`src/mhc_defs.svh`:
```
`ifndef MHC_DEFS_SVH
`define MHC_DEFS_SVH

// Timing
`define MHC_CLOCK_HZ 10000000
`define MHC_MINUTE_S 60

// Register byte offsets
`define MHC_ADR_CTRL 8'h00
`define MHC_ADR_INTERVAL 8'h04
`define MHC_ADR_RUNTIME 8'h08
`define MHC_ADR_REMAIN 8'h0C
`define MHC_ADR_STATE 8'h10
`define MHC_ADR_IRQ_STAT 8'h14
`define MHC_ADR_IRQ_MASK 8'h18

// Control bits
`define MHC_CTRL_MODE 0
`define MHC_CTRL_SRC 1
`define MHC_CTRL_RESTART 2
`define MHC_CTRL_RESTART_ALL 3

// State bits
`define MHC_STATE_DUE 0
`define MHC_STATE_RUN 1
`define MHC_STATE_SAT 2

// Interrupt bits
`define MHC_IRQ_DUE 0
`define MHC_IRQ_SAT 1
`define MHC_IRQ_W 2

// Time word layout: hours low, minutes from bit 24
`define MHC_MIN_LSB 24
`define MHC_MIN_MSB 29
`define MHC_SI_HRS_MSB 13
`define MHC_RT_HRS_MSB 16

// Limits
`define MHC_SI_HRS_MAX 14'h270F
`define MHC_RT_HRS_MAX 17'h1869F
`define MHC_MIN_MAX 6'h3B
`define MHC_MIN_ZERO_V 6'h00

// Reset values
`define MHC_SI_HRS_RST 14'h0064
`define MHC_MIN_RST 6'h00
`define MHC_RT_HRS_RST 17'h00000
`define MHC_CTRL_RST 2'h0
`define MHC_MASK_RST 2'h0

`endif

```
`src/mhc_pkg.sv`:
```
package mhc_pkg;

    typedef enum logic [0:0] {
        MHC_BUS_IDLE = 1'b0,
        MHC_BUS_ACK = 1'b1
    } mhc_bus_state_t;

    typedef enum logic [0:0] {
        MHC_CLEAR_BY_RESETS = 1'b0,
        MHC_CLEAR_BY_RESETS_OR_IDLE = 1'b1
    } mhc_clear_mode_t;

    typedef logic [5:0] mhc_minutes_t;
    typedef logic [13:0] mhc_si_hours_t;
    typedef logic [16:0] mhc_rt_hours_t;

endpackage

```
`src/mhc_counter.sv`:
```
// The implementer's own choices: the Wishbone register port and the register offsets.
`timescale 1ns/1ps
`include "mhc_defs.svh"
// Functional notes
// RULE1 - Restart edge clears due and reloads remaining time; runtime untouched.
// RULE2 - Restart-all edge clears due, zeroes runtime, reloads remaining time.
// RULE3 - Run high advances runtime and lowers remaining time; run low holds both.
// RULE4 - Due goes high once remaining time equals zero.
// RULE5 - Resets-only mode: due cleared only by either restart input.
// RULE6 - Resets-or-idle mode: due also cleared while run is low.
// RULE7 - Runtime keeps counting during restart input activity.
// RULE8 - Runtime saturates at 99999 hours and stops.
// RULE9 - Interval held as hours 0..9999 plus minutes 0..59, minute resolution.
// RULE10 - Runtime accepts a preset start value, hours 0..99999 plus minutes.
// RULE11 - Interval, remaining time and runtime are retentive state. The code reloads their reset values on every rst_n assertion.
// RULE12 - Interval comes from stored constant or a live input.
// RULE13 - One-minute tick from a prescaler steps both counters.
// RULE14 - Remaining time stops at zero until reloaded.
module mhc_counter #(
    parameter int unsigned TICK_PERIOD = `MHC_MINUTE_S * `MHC_CLOCK_HZ
) (
    // Clock and reset
    input wire logic clk,
    input wire logic rst_n,
    // Wishbone slave
    input wire logic wb_cyc_i,
    input wire logic wb_stb_i,
    input wire logic wb_we_i,
    input wire logic [7:0] wb_adr_i,
    input wire logic [3:0] wb_sel_i,
    input wire logic [31:0] wb_dat_i,
    output logic [31:0] wb_dat_o,
    output logic wb_ack_o,
    // Monitored run and restart inputs
    input wire logic run_in,
    input wire logic restart_in,
    input wire logic restart_all_in,
    // Live interval from another function block
    input wire mhc_pkg::mhc_si_hours_t live_hours_in,
    input wire mhc_pkg::mhc_minutes_t live_minutes_in,
    // Outputs
    output logic due_out,
    output logic irq_out
);
    import mhc_pkg::*;

    generate
        if (TICK_PERIOD < 2) begin : g_bad_tick
            $error("mhc_counter: TICK_PERIOD must be at least 2");
        end
    endgenerate

    function automatic logic [31:0] merge_bytes(input logic [31:0] old, input logic [31:0] dat,
                                                input logic [3:0] sel);
        logic [31:0] res;
        res = old;
        for (int i = 0; i < 4; i++) begin
            if (sel[i]) begin
                res[i*8 +: 8] = dat[i*8 +: 8];
            end
        end
        return res;
    endfunction

    function automatic mhc_minutes_t clamp_minutes(input mhc_minutes_t m);
        return (m > `MHC_MIN_MAX) ? `MHC_MIN_MAX : m;
    endfunction

    function automatic logic [31:0] time_word(input logic [16:0] h, input mhc_minutes_t m);
        logic [31:0] w;
        w = '0;
        w[`MHC_RT_HRS_MSB:0] = h;
        w[`MHC_MIN_MSB:`MHC_MIN_LSB] = m;
        return w;
    endfunction

    // Minute prescaler
    logic tick;

    mhc_tick #(
        .PERIOD(TICK_PERIOD)
    ) u_tick (
        .clk(clk),
        .rst_n(rst_n),
        .tick(tick) // RULE13
    );

    // Bus front end
    mhc_bus_state_t bus_reg;
    mhc_bus_state_t bus_next;
    logic [31:0] dat_reg;
    logic [31:0] dat_next;
    logic bus_req;
    logic wr_go;

    // Registers reached by software
    mhc_clear_mode_t mode_reg;
    mhc_clear_mode_t mode_next;
    logic src_reg;
    logic src_next;
    mhc_si_hours_t si_h_reg;
    mhc_si_hours_t si_h_next;
    mhc_minutes_t si_m_reg;
    mhc_minutes_t si_m_next;
    logic [`MHC_IRQ_W-1:0] irq_stat_reg;
    logic [`MHC_IRQ_W-1:0] irq_stat_next;
    logic [`MHC_IRQ_W-1:0] irq_mask_reg;
    logic [`MHC_IRQ_W-1:0] irq_mask_next;

    // Counting state
    mhc_si_hours_t rem_h_reg;
    mhc_si_hours_t rem_h_next;
    mhc_minutes_t rem_m_reg;
    mhc_minutes_t rem_m_next;
    mhc_rt_hours_t rt_h_reg;
    mhc_rt_hours_t rt_h_next;
    mhc_minutes_t rt_m_reg;
    mhc_minutes_t rt_m_next;
    logic due_reg;
    logic due_next;
    logic restart_prev_reg;
    logic restart_all_prev_reg;

    // Decoded events
    logic wr_ctrl;
    logic wr_rt;
    logic restart_edge;
    logic restart_all_edge;
    logic restart_any;
    logic rem_zero;
    logic rt_sat;
    logic idle_clear;
    mhc_si_hours_t si_hours;
    mhc_minutes_t si_minutes;
    logic [31:0] ctrl_wr;
    logic [31:0] rt_wr;

    assign bus_req = wb_cyc_i && wb_stb_i;
    // Write lands on the edge where the master sees ack
    assign wr_go = bus_req && wb_we_i && (bus_reg == MHC_BUS_ACK);
    assign wr_ctrl = wr_go && (wb_adr_i == `MHC_ADR_CTRL);
    assign wr_rt = wr_go && (wb_adr_i == `MHC_ADR_RUNTIME);
    assign ctrl_wr = merge_bytes(32'h00000000, wb_dat_i, wb_sel_i);
    assign rt_wr = merge_bytes(time_word(rt_h_reg, rt_m_reg), wb_dat_i, wb_sel_i);

    // Both restarts act on the rising edge only; software strobes alias them
    assign restart_edge = (restart_in && !restart_prev_reg) || (wr_ctrl && ctrl_wr[`MHC_CTRL_RESTART]); // RULE1
    assign restart_all_edge = (restart_all_in && !restart_all_prev_reg)
                              || (wr_ctrl && ctrl_wr[`MHC_CTRL_RESTART_ALL]); // RULE2
    assign restart_any = restart_edge || restart_all_edge;

    // Live value clamped so a bad upstream value cannot break the range
    assign si_hours = src_reg ? ((live_hours_in > `MHC_SI_HRS_MAX) ? `MHC_SI_HRS_MAX : live_hours_in)
                              : si_h_reg; // RULE12 RULE9
    assign si_minutes = src_reg ? clamp_minutes(live_minutes_in) : si_m_reg; // RULE12 RULE9

    assign rem_zero = (rem_h_reg == '0) && (rem_m_reg == `MHC_MIN_ZERO_V);
    assign rt_sat = (rt_h_reg >= `MHC_RT_HRS_MAX); // RULE8
    assign idle_clear = (mode_reg == MHC_CLEAR_BY_RESETS_OR_IDLE) && !run_in; // RULE6

    // Remaining time, runtime and due output
    always_comb begin
        rem_h_next = rem_h_reg;
        rem_m_next = rem_m_reg;
        rt_h_next = rt_h_reg;
        rt_m_next = rt_m_reg;
        if (restart_any) begin
            rem_h_next = si_hours; // RULE1 RULE2
            rem_m_next = si_minutes;
        end else if (tick && run_in && !rem_zero) begin // RULE3 RULE13 RULE14
            if (rem_m_reg == `MHC_MIN_ZERO_V) begin
                rem_m_next = `MHC_MIN_MAX;
                rem_h_next = rem_h_reg - 14'h0001;
            end else begin
                rem_m_next = rem_m_reg - 6'h01;
            end
        end
        if (restart_all_edge) begin
            rt_h_next = '0; // RULE2
            rt_m_next = `MHC_MIN_ZERO_V;
        end else if (wr_rt) begin
            rt_h_next = (rt_wr[`MHC_RT_HRS_MSB:0] > `MHC_RT_HRS_MAX) ? `MHC_RT_HRS_MAX
                                                                     : rt_wr[`MHC_RT_HRS_MSB:0]; // RULE10
            rt_m_next = clamp_minutes(rt_wr[`MHC_MIN_MSB:`MHC_MIN_LSB]);
        end else if (tick && run_in && !rt_sat) begin // RULE3 RULE7 RULE8
            if (rt_m_reg == `MHC_MIN_MAX) begin
                rt_m_next = `MHC_MIN_ZERO_V;
                rt_h_next = rt_h_reg + 17'h00001;
            end else begin
                rt_m_next = rt_m_reg + 6'h01;
            end
        end
        if (restart_any) begin
            due_next = 1'b0; // RULE1 RULE2 RULE5
        end else if (idle_clear) begin
            due_next = 1'b0; // RULE6
        end else if (rem_zero) begin
            due_next = 1'b1; // RULE4
        end else begin
            due_next = due_reg;
        end
    end

    // Counter values live in ordinary flops; every rst_n assertion reloads their reset values
    always_ff @(posedge clk) begin
        if (!rst_n) begin
            rem_h_reg <= `MHC_SI_HRS_RST; // RULE11
            rem_m_reg <= `MHC_MIN_RST;
            rt_h_reg <= `MHC_RT_HRS_RST;
            rt_m_reg <= `MHC_MIN_RST;
            due_reg <= 1'b0;
            restart_prev_reg <= 1'b0;
            restart_all_prev_reg <= 1'b0;
        end else begin
            rem_h_reg <= rem_h_next;
            rem_m_reg <= rem_m_next;
            rt_h_reg <= rt_h_next;
            rt_m_reg <= rt_m_next;
            due_reg <= due_next;
            restart_prev_reg <= restart_in;
            restart_all_prev_reg <= restart_all_in;
        end
    end

    // Software registers and interrupt status
    always_comb begin
        logic [31:0] w;
        w = merge_bytes(time_word({3'h0, si_h_reg}, si_m_reg), wb_dat_i, wb_sel_i);
        mode_next = mode_reg;
        src_next = src_reg;
        si_h_next = si_h_reg;
        si_m_next = si_m_reg;
        irq_mask_next = irq_mask_reg;
        irq_stat_next = irq_stat_reg;
        if (wr_ctrl && wb_sel_i[0]) begin
            mode_next = mhc_clear_mode_t'(wb_dat_i[`MHC_CTRL_MODE]);
            src_next = wb_dat_i[`MHC_CTRL_SRC]; // RULE12
        end
        if (wr_go && (wb_adr_i == `MHC_ADR_INTERVAL)) begin
            si_h_next = (w[`MHC_SI_HRS_MSB:0] > `MHC_SI_HRS_MAX) ? `MHC_SI_HRS_MAX
                                                                 : w[`MHC_SI_HRS_MSB:0]; // RULE9
            si_m_next = clamp_minutes(w[`MHC_MIN_MSB:`MHC_MIN_LSB]);
        end
        if (wr_go && (wb_adr_i == `MHC_ADR_IRQ_MASK) && wb_sel_i[0]) begin
            irq_mask_next = wb_dat_i[`MHC_IRQ_W-1:0];
        end
        if (wr_go && (wb_adr_i == `MHC_ADR_IRQ_STAT) && wb_sel_i[0]) begin
            irq_stat_next = irq_stat_reg & ~wb_dat_i[`MHC_IRQ_W-1:0];
        end
        // Set after clear so a same-cycle event is never lost
        if (due_next && !due_reg) begin
            irq_stat_next[`MHC_IRQ_DUE] = 1'b1;
        end
        if ((rt_h_next >= `MHC_RT_HRS_MAX) && !rt_sat) begin
            irq_stat_next[`MHC_IRQ_SAT] = 1'b1;
        end
    end

    always_ff @(posedge clk) begin
        if (!rst_n) begin
            mode_reg <= MHC_CLEAR_BY_RESETS;
            src_reg <= 1'b0;
            si_h_reg <= `MHC_SI_HRS_RST; // RULE11
            si_m_reg <= `MHC_MIN_RST;
            irq_mask_reg <= `MHC_MASK_RST;
            irq_stat_reg <= '0;
        end else begin
            mode_reg <= mode_next;
            src_reg <= src_next;
            si_h_reg <= si_h_next;
            si_m_reg <= si_m_next;
            irq_mask_reg <= irq_mask_next;
            irq_stat_reg <= irq_stat_next;
        end
    end

    // Bus handshake and read data, one wait state
    always_comb begin
        bus_next = MHC_BUS_IDLE;
        dat_next = dat_reg;
        if (bus_req && (bus_reg == MHC_BUS_IDLE)) begin
            bus_next = MHC_BUS_ACK;
            if (wb_adr_i == `MHC_ADR_CTRL) begin
                dat_next = 32'h00000000;
                dat_next[`MHC_CTRL_MODE] = mode_reg;
                dat_next[`MHC_CTRL_SRC] = src_reg;
            end else if (wb_adr_i == `MHC_ADR_INTERVAL) begin
                dat_next = time_word({3'h0, si_hours}, si_minutes);
            end else if (wb_adr_i == `MHC_ADR_RUNTIME) begin
                dat_next = time_word(rt_h_reg, rt_m_reg);
            end else if (wb_adr_i == `MHC_ADR_REMAIN) begin
                dat_next = time_word({3'h0, rem_h_reg}, rem_m_reg);
            end else if (wb_adr_i == `MHC_ADR_STATE) begin
                dat_next = 32'h00000000;
                dat_next[`MHC_STATE_DUE] = due_reg;
                dat_next[`MHC_STATE_RUN] = run_in;
                dat_next[`MHC_STATE_SAT] = rt_sat;
            end else if (wb_adr_i == `MHC_ADR_IRQ_STAT) begin
                dat_next = {30'h00000000, irq_stat_reg};
            end else if (wb_adr_i == `MHC_ADR_IRQ_MASK) begin
                dat_next = {30'h00000000, irq_mask_reg};
            end else begin
                dat_next = 32'h00000000;
            end
        end
    end

    always_ff @(posedge clk) begin
        if (!rst_n) begin
            bus_reg <= MHC_BUS_IDLE;
            dat_reg <= 32'h00000000;
        end else begin
            bus_reg <= bus_next;
            dat_reg <= dat_next;
        end
    end

    assign wb_ack_o = (bus_reg == MHC_BUS_ACK);
    assign wb_dat_o = dat_reg;
    assign due_out = due_reg;
    assign irq_out = |(irq_stat_reg & irq_mask_reg);
endmodule // mhc_counter

```
`src/mhc_tick.sv`:
```
`timescale 1ns/1ps
module mhc_tick #(
    parameter int unsigned PERIOD = 600000000
) (
    // Clock and reset
    input wire logic clk,
    input wire logic rst_n,
    // Minute strobe
    output logic tick
);
    localparam int W = $clog2(PERIOD);

    logic [W-1:0] count_reg;
    logic [W-1:0] count_next;
    logic tick_reg;
    logic tick_next;

    generate
        if (PERIOD < 2) begin : g_bad_period
            $error("mhc_tick: PERIOD must be at least 2");
        end
    endgenerate

    always_comb begin
        tick_next = (count_reg == W'(PERIOD - 1));
        count_next = tick_next ? '0 : count_reg + W'(1);
    end

    always_ff @(posedge clk) begin
        if (!rst_n) begin
            count_reg <= '0;
            tick_reg <= 1'b0;
        end else begin
            count_reg <= count_next;
            tick_reg <= tick_next;
        end
    end

    assign tick = tick_reg;
endmodule // mhc_tick

```
`config.mk`:
```
export PLATFORM = sky130hd
export DESIGN_NAME = mhc_counter
export DESIGN_NICKNAME = d
export VERILOG_FILES = /design/src/mhc_pkg.sv /design/src/mhc_counter.sv /design/src/mhc_tick.sv
export VERILOG_INCLUDE_DIRS = /design/src
export SDC_FILE = /design/constraint.sdc
export NUM_CORES = 1
export LEC_CHECK = 0
export ABC_AREA = 1
export BUFFER_PORTS_ARGS = -buffer_cell sky130_fd_sc_hd__buf_2
export CAP_MARGIN = 30
export CORE_MARGIN = 5
export CORE_UTILIZATION = 40
export CTS_CLUSTER_SIZE = 25
export DETAILED_ROUTE_END_ITERATION = 16
export HOLD_SLACK_MARGIN = 0.02
export REMOVE_ABC_BUFFERS = 1
export SYNTH_ARGS = -nofsm -noshare
export SYNTH_HDL_FRONTEND = slang
export SYNTH_SLANG_ARGS = --single-unit
```
`constraint.sdc`:
```
create_clock -name clk -period 3.4 [get_ports clk]
set_input_delay 0.68 -clock clk [delete_from_list [all_inputs] [get_ports clk]]
set_output_delay 0.68 -clock clk [all_outputs]
set_load 0.02 [all_outputs]
```
======== Yosys cells after proc, flatten, opt, wreduce, memory -nomap -nowiden ========
Index checks and enable logic that the tools add are counted.
word-level totals
  register bits after elaboration ......... 136
  bits of input ports ..................... 72
  output and inout bits ................... 35
  word-level logic and storage cells ...... 131
operators by class
  add/subtract/negate cells ............... 5
  magnitude comparators ................... 8
  eq/ne operators ......................... 8
  multiplexer cells ....................... 43
  bitwise gates (word level) .............. 5
  reduce and logical (&&, ||, !) cells .... 44
operators with widths
  operator                 count
  $mux W30                 4
  $mux W17                 5
  $mux W14                 6
  $mux W6                  13
  $ge A17 B17 Y1 const B   2
  $add A30 B1 Y30 const B  1
  $eq A30 B30 Y1 const B   1
  $gt A14 B14 Y1 const B   2
  $eq A8 B5 Y1 const B     3
  $mux W8                  3
  $logic_and A1 B1 Y1      23
  $gt A6 B6 Y1 const B     3
  $add A17 B1 Y17 const B  1
  $gt A17 B17 Y1 const B   1
  $eq A8 B4 Y1 const B     2
  $logic_not A14 Y1        1
  $sub A14 B1 Y14 const B  1
  $reduce_bool A2 Y1       5
  $eq A8 B3 Y1 const B     1
  $logic_not A8 Y1         1
  $mux W1                  7
  $add A6 B1 Y6 const B    1
  $eq A6 B6 Y1 const B     1
  $logic_not A1 Y1         6
  other kinds (11)         19

======== Logic depth before layout (Yosys ltp) ========
  depth after elaboration ................. 10
  gate-level depth with buffers ........... 21
  gate-level depth less buffers ........... 20

======== By module ========
From an unflattened synthesis, not the netlist that was laid out.
second synthesis, totals
  cells, all modules ...................... 1,303
  area total of the unflattened synthesis .. 8,410.6 µm²
modules (own cells, without submodules)
  module       instances  cells an instance  area each (µm²)  sequential area each (µm²)
  mhc_counter  1          1,041              6,600.1          1,921.8
  mhc_tick     1          262                1,810.5          620.6

======== Least setup slack after synthesis ========
OpenSTA, ideal clock, no wires.
  path kind ............................... input port to flip-flop
  start ................................... in wb_adr_i[7]
  end ..................................... reg irq_stat_reg[1]
  setup time .............................. 131 ps
  arrival ................................. 2,106 ps
  data required time ...................... 3,269 ps
  path slack .............................. 1,164 ps
  stages on the path ...................... 17
  buffers on the path ..................... 1
  path through ............................ nor2_4 nand2_4 nor2_4 nand2_2 o22ai_4 inv_2 buf_6 o21ai_0 nor2_1 nand3_1 inv_1 nand2_1 nor2_1 nand2_1 nand2_1 nand2_1 a21oi_2
on the way
  cells in the longest elaborated chain, start to end .. 8
  elaborated cells on any way between the ends .. 15
ends and longest elaborated chain
  element                                        RTL line            source
  from (decl)                                    mhc_counter.sv:29   input wire logic [7:0] wb_adr_i,
  $logic_not A8 Y1 (no line)                     n/a
  $logic_and A1 B1 Y1                            mhc_counter.sv:141  assign wr_ctrl = wr_go && (wb_adr_i == `MHC_ADR_CTRL);
  $logic_and A1 B1 Y1                            mhc_counter.sv:149  || (wr_ctrl && ctrl_wr[`MHC_CTRL_RESTART_ALL]);
  $logic_or A1 B1 Y1                             mhc_counter.sv:148  assign restart_all_edge = (restart_all_in && !restart_all_prev_reg)
  $mux W17                                       mhc_counter.sv:178  if (restart_all_edge) begin
  $ge A17 B17 Y1 (no line)                       n/a
  $logic_and A1 B1 Y1                            mhc_counter.sv:254  if ((rt_h_next >= `MHC_RT_HRS_MAX) && !rt_sat) begin
  $mux W1 or $reduce_bool A2 Y1 (tied branches)  n/a
  to (signal assigned)                           mhc_counter.sv:273  irq_stat_reg <= irq_stat_next;
  to (decl)                                      mhc_counter.sv:105  logic [`MHC_IRQ_W-1:0] irq_stat_reg;
Parallel ways exist; a longest one is shown, timed or not.
A chain may end at the register's enable or synchronous reset.

======== Worst setup path after layout ========
  start ................................... reg rt_m_reg[0]
  end ..................................... reg irq_stat_reg[1]
on the way
  cells in the longest elaborated chain, start to end .. 8
  elaborated cells on any way between the ends .. 9
ends and longest elaborated chain
  element                                        RTL line            source
  from (decl)                                    mhc_counter.sv:117  mhc_minutes_t rt_m_reg;
  from (signal assigned)                         mhc_counter.sv:210  rt_m_reg <= `MHC_MIN_RST;
  from (signal assigned)                         mhc_counter.sv:218  rt_m_reg <= rt_m_next;
  $eq A6 B6 Y1 (no line) *                       n/a
  $mux W17 *                                     mhc_counter.sv:186  if (rt_m_reg == `MHC_MIN_MAX) begin
  $mux W17 *                                     mhc_counter.sv:185  end else if (tick && run_in && !rt_sat) begin
  $mux W17 *                                     mhc_counter.sv:181  end else if (wr_rt) begin
  $mux W17 *                                     mhc_counter.sv:178
  $ge A17 B17 Y1 (no line) *                     n/a
  $logic_and A1 B1 Y1 *                          mhc_counter.sv:254
  $mux W1 or $reduce_bool A2 Y1 (tied branches)  n/a
Mark *: on every way between the ends. The rest lies on a longest branch, timed or not.

==> metrics.md <==
| Metric | Value |
|---|---|
| First-pass GRT wire length | `38,100 um` |
| Count of vias placed by the detailed router | `8,176` |
| Number of rows in the core area | `52` |
| Fillcell total | `2,123` |
| Top-Level Pins | `107` |
| Share of the synthesized area in compound gates (AO/OA/AOI/OAI) | `19.3%` |
| Synth cell count leaders | `sky130_fd_sc_hd__nand2_1, sky130_fd_sc_hd__nor2_1, sky130_fd_sc_hd__inv_1, sky130_fd_sc_hd__dfxtp_1, sky130_fd_sc_hd__a21oi_1` |
| Total of flip-flops plus latches after synthesis | `127` |
| Hold crit path type | `register to register` |
| Detailed-route wire length per cell | `14.7 um` |
| P&R area growth vs syn | `15.2%` |
| Overall Power | `3.77 mW` |
| CTS max path bufs | `2` |
| Fraction of registers with async set/reset | `0%` |
| Reg area | `2540 um^2` |
| Post-Route Skew | `0.00757 ns` |
| Post-synthesis instance total | `1,245` |
| Xor and xnor area share after synthesis | `2.37%` |
| Remaining max-slew budget at the tightest pin | `36.9%` |
| Drt initial violations | `478` |
| Met1 Routed Length | `10,800 um` |
| Leading area contributor after synthesis | `sky130_fd_sc_hd__dfxtp_1` |
| Number of antenna repair diodes | `0` |
| Count of TritonRoute iterations in the first routing pass | `5` |
| Total GRT Usage | `19.9%` |
| Post-synthesis share of cell area spent on and, or, nand and nor gates | `34.9%` |
| Source-to-sink clock delay at the later pin of the worst-skew pair | `0.42 ns` |
| DRC violations left | `0` |
| Result of the run | `finished clean` |
| Nature of the critical path endpoint | `register` |
| Main combinational cell family by area after synthesis | `simple AND/OR/NAND/NOR gates` |
| Top post-synthesis cells by area | `sky130_fd_sc_hd__dfxtp_1, sky130_fd_sc_hd__nand2_1, sky130_fd_sc_hd__nor2_1` |
| Adder and majority gate portion of the synthesized area | `0.925%` |
| H-tree levels | `4` |
| Num CTS Buffers | `17` |
| Highest ir drop seen on vdd | `0.296 mV` |
| Most common cell in the netlist | `sky130_fd_sc_hd__nand2_1` |
| Horizontal die dimension | `152 um` |
| Slew at the pin with the worst max-slew slack | `0.942 ns` |
| Mean number of vias per cell | `5.10` |
| Half-perimeter wire length of the detailed placement result | `17,900 um` |
| Total setup buffers inserted after CTS | `0` |
| Number of sinks on the clock net | `127` |
| Yosys top cell area share | `31.3%` |
| Power density cells | `403 nW/um^2` |
| Multi-input gate area | `4700 um^2` |
| Top layer in use | `met5` |
| Full die area | `23,200 um^2` |
| Final Routed Wirelength | `23,600 um` |
| Arrival time reported for the critical path endpoint | `2.90 ns` |
| Sequential-to-total area share from yosys stat | `31.3%` |
| Number of nets still failing antenna checks after routing | `0` |
| Number of instances resized during post-cts repair | `0` |
| Pin count of the biggest net entering global routing | `60` |
| TNS Setup | `0 ns` |
| Crit Path Class | `register to register` |
| Most used flip-flop cell after synthesis | `sky130_fd_sc_hd__dfxtp_1` |
| Highest Clock Rate | `391 MHz` |
| Req. time, crit path | `3.75 ns` |
| Flip-flop count of the largest register, all copies and words added | `30` |
| Share of cells above drive strength 1 | `17.2%` |
| Total gr overflow | `0` |
| Reported max-cap violation count | `0` |
| CTS Hold Buffers Added | `0` |
| Routed wl met3 | `1470 um` |
| CTS tree | `done` |
| Synthesis Warnings | `0` |
| Mean instance size in the synthesized netlist | `6.52 um^2` |
| Final RePlAce weighted congestion | `0.916` |
| Initial core utilization | `40.4%` |
| Core Box Area | `20,100 um^2` |
| Number of antenna violations at the first check in global routing | `1` |
| Critical-path maximum fanout | `9` |
| Max-slew violation total from the final report | `0` |
| Number of distinct library cells after synthesis | `63` |
| Share of synthesized area spent on multiplexers | `0%` |
| RSZ-0062 raised after global routing | `false` |
| Clock transition at path regs | `0.06 ns` |
| Via count of the first global-routing pass | `7,453` |
| CP startpoint kind | `register` |
| PortBufs | `88` |
| Final setup fails | `0` |
| Final-report hold violation count | `0` |
| EDFF count, synth | `0` |
| Chip height | `152 um` |
| Total Nets Final | `1,400` |
| Post-layout min period | `2.55 ns` |
| Clock root buffer | `sky130_fd_sc_hd__clkbuf_16` |
| Sum of met2 wire segment lengths after detailed routing | `10,900 um` |
| Cell leakage power | `3.94 nW` |
| Final critical-path share of the clock period | `75.1%` |
| Post-synthesis cell area | `8120 um^2` |
metal layers:
| layer | global-route usage (%) | vias to the layer above |
|---|---|---|
| met3 | 3.92 | 37 |
| met5 | 0 | - |
| met2 | 32.9 | 243 |
| met4 | 5.90 | 2 |
| met1 | 26.3 | 3662 |
| li1 | - | 4232 |
cell families after synthesis:
logic type | Yosys count
compound gates | 270
xor+xnor | 22
fa+ha+maj | 6
other cells | 1
simple gates | 603
buf+inv | 216
flops | 127
where the power goes:
part,internal (mW),switching (mW),total (mW)
logic,0.118,0.246,0.364
clock network,1.17,0.693,1.86
registers,1.52,0.0251,1.54
total,2.80,0.964,3.77
placed cells by master (no fill, tap or decap), types with 12 or more instances in the layout:
master	instances
sky130_fd_sc_hd__buf_4	15
sky130_fd_sc_hd__inv_1	137
sky130_fd_sc_hd__nand2_2	13
sky130_fd_sc_hd__nor3_1	25
sky130_fd_sc_hd__nor2_1	144
sky130_fd_sc_hd__dfxtp_1	127
sky130_fd_sc_hd__buf_2	88
sky130_fd_sc_hd__o21ai_0	87
sky130_fd_sc_hd__a21oi_1	102
sky130_fd_sc_hd__nand2_1	258
sky130_fd_sc_hd__xor2_1	18
sky130_fd_sc_hd__nor2_4	12
sky130_fd_sc_hd__o211ai_1	13
sky130_fd_sc_hd__inv_2	21
sky130_fd_sc_hd__nand3_1	79
sky130_fd_sc_hd__nand4_1	14
sky130_fd_sc_hd__clkbuf_16	17
sky130_fd_sc_hd__nor2_2	17
worst max-delay path: stages (launching register included):
cell	delay, ns
sky130_fd_sc_hd__dfxtp_1	0.48
sky130_fd_sc_hd__ha_1	0.28
sky130_fd_sc_hd__nand3_2	0.15
sky130_fd_sc_hd__nor2_8	0.23
sky130_fd_sc_hd__nand2_4	0.07
sky130_fd_sc_hd__nor2_2	0.12
sky130_fd_sc_hd__nand2_1	0.13
sky130_fd_sc_hd__nor2_2	0.12
sky130_fd_sc_hd__nand3_1	0.07
sky130_fd_sc_hd__nand3_1	0.10
sky130_fd_sc_hd__nand3_1	0.14
sky130_fd_sc_hd__inv_1	0.10
sky130_fd_sc_hd__nand2_1	0.05
sky130_fd_sc_hd__nor2_1	0.09
sky130_fd_sc_hd__nand2_1	0.05
sky130_fd_sc_hd__nand2_1	0.07
sky130_fd_sc_hd__nand2_1	0.10
sky130_fd_sc_hd__a21oi_2	0.13
path summary, 6_finish.rpt:
check             slack, ns  cells past startpoint                        endpoint                            from
hold / removal         0.45                      1  u_tick.count_reg[0]$_SDFF_PP0_  u_tick.count_reg[0]$_SDFF_PP0_
setup / recovery       0.85                     17    irq_stat_reg[1]$_SDFFE_PN0P_        rt_m_reg[0]$_SDFFE_PP0P_
hold reg to reg        0.45                      1  u_tick.count_reg[0]$_SDFF_PP0_  u_tick.count_reg[0]$_SDFF_PP0_
setup reg to reg       0.85                     17    irq_stat_reg[1]$_SDFFE_PN0P_        rt_m_reg[0]$_SDFFE_PP0P_
cell type report:
type	count	share of cell area, %
Sequential cell	127	27.2
Clock buffer	18	4.70
Timing Repair Buffer	103	5.91
Clock inverter	13	1.77
Inverter	163	6.54
Multi-Input combinational cell	910	50.3
Tap cell	270	3.61
through the flow:
stage          worst slack (ns)  std cells  hold slack [ns]  cell area [um^2]  util (%)
5_1_grt                   0.647       1604            0.473              9350      46.5
4_1_cts                   0.848       1604            0.455              9350      46.5
3_5_place_dp              0.463       1573            0.442              8750      43.5
6_report                  0.845       1604            0.447              9350      46.5
2_1_floorplan             0.676       1200            0.418              7860         -
3_3_place_gp              0.499       1573            0.434              8750      43.5
Power figures use the tool's default switching activity.
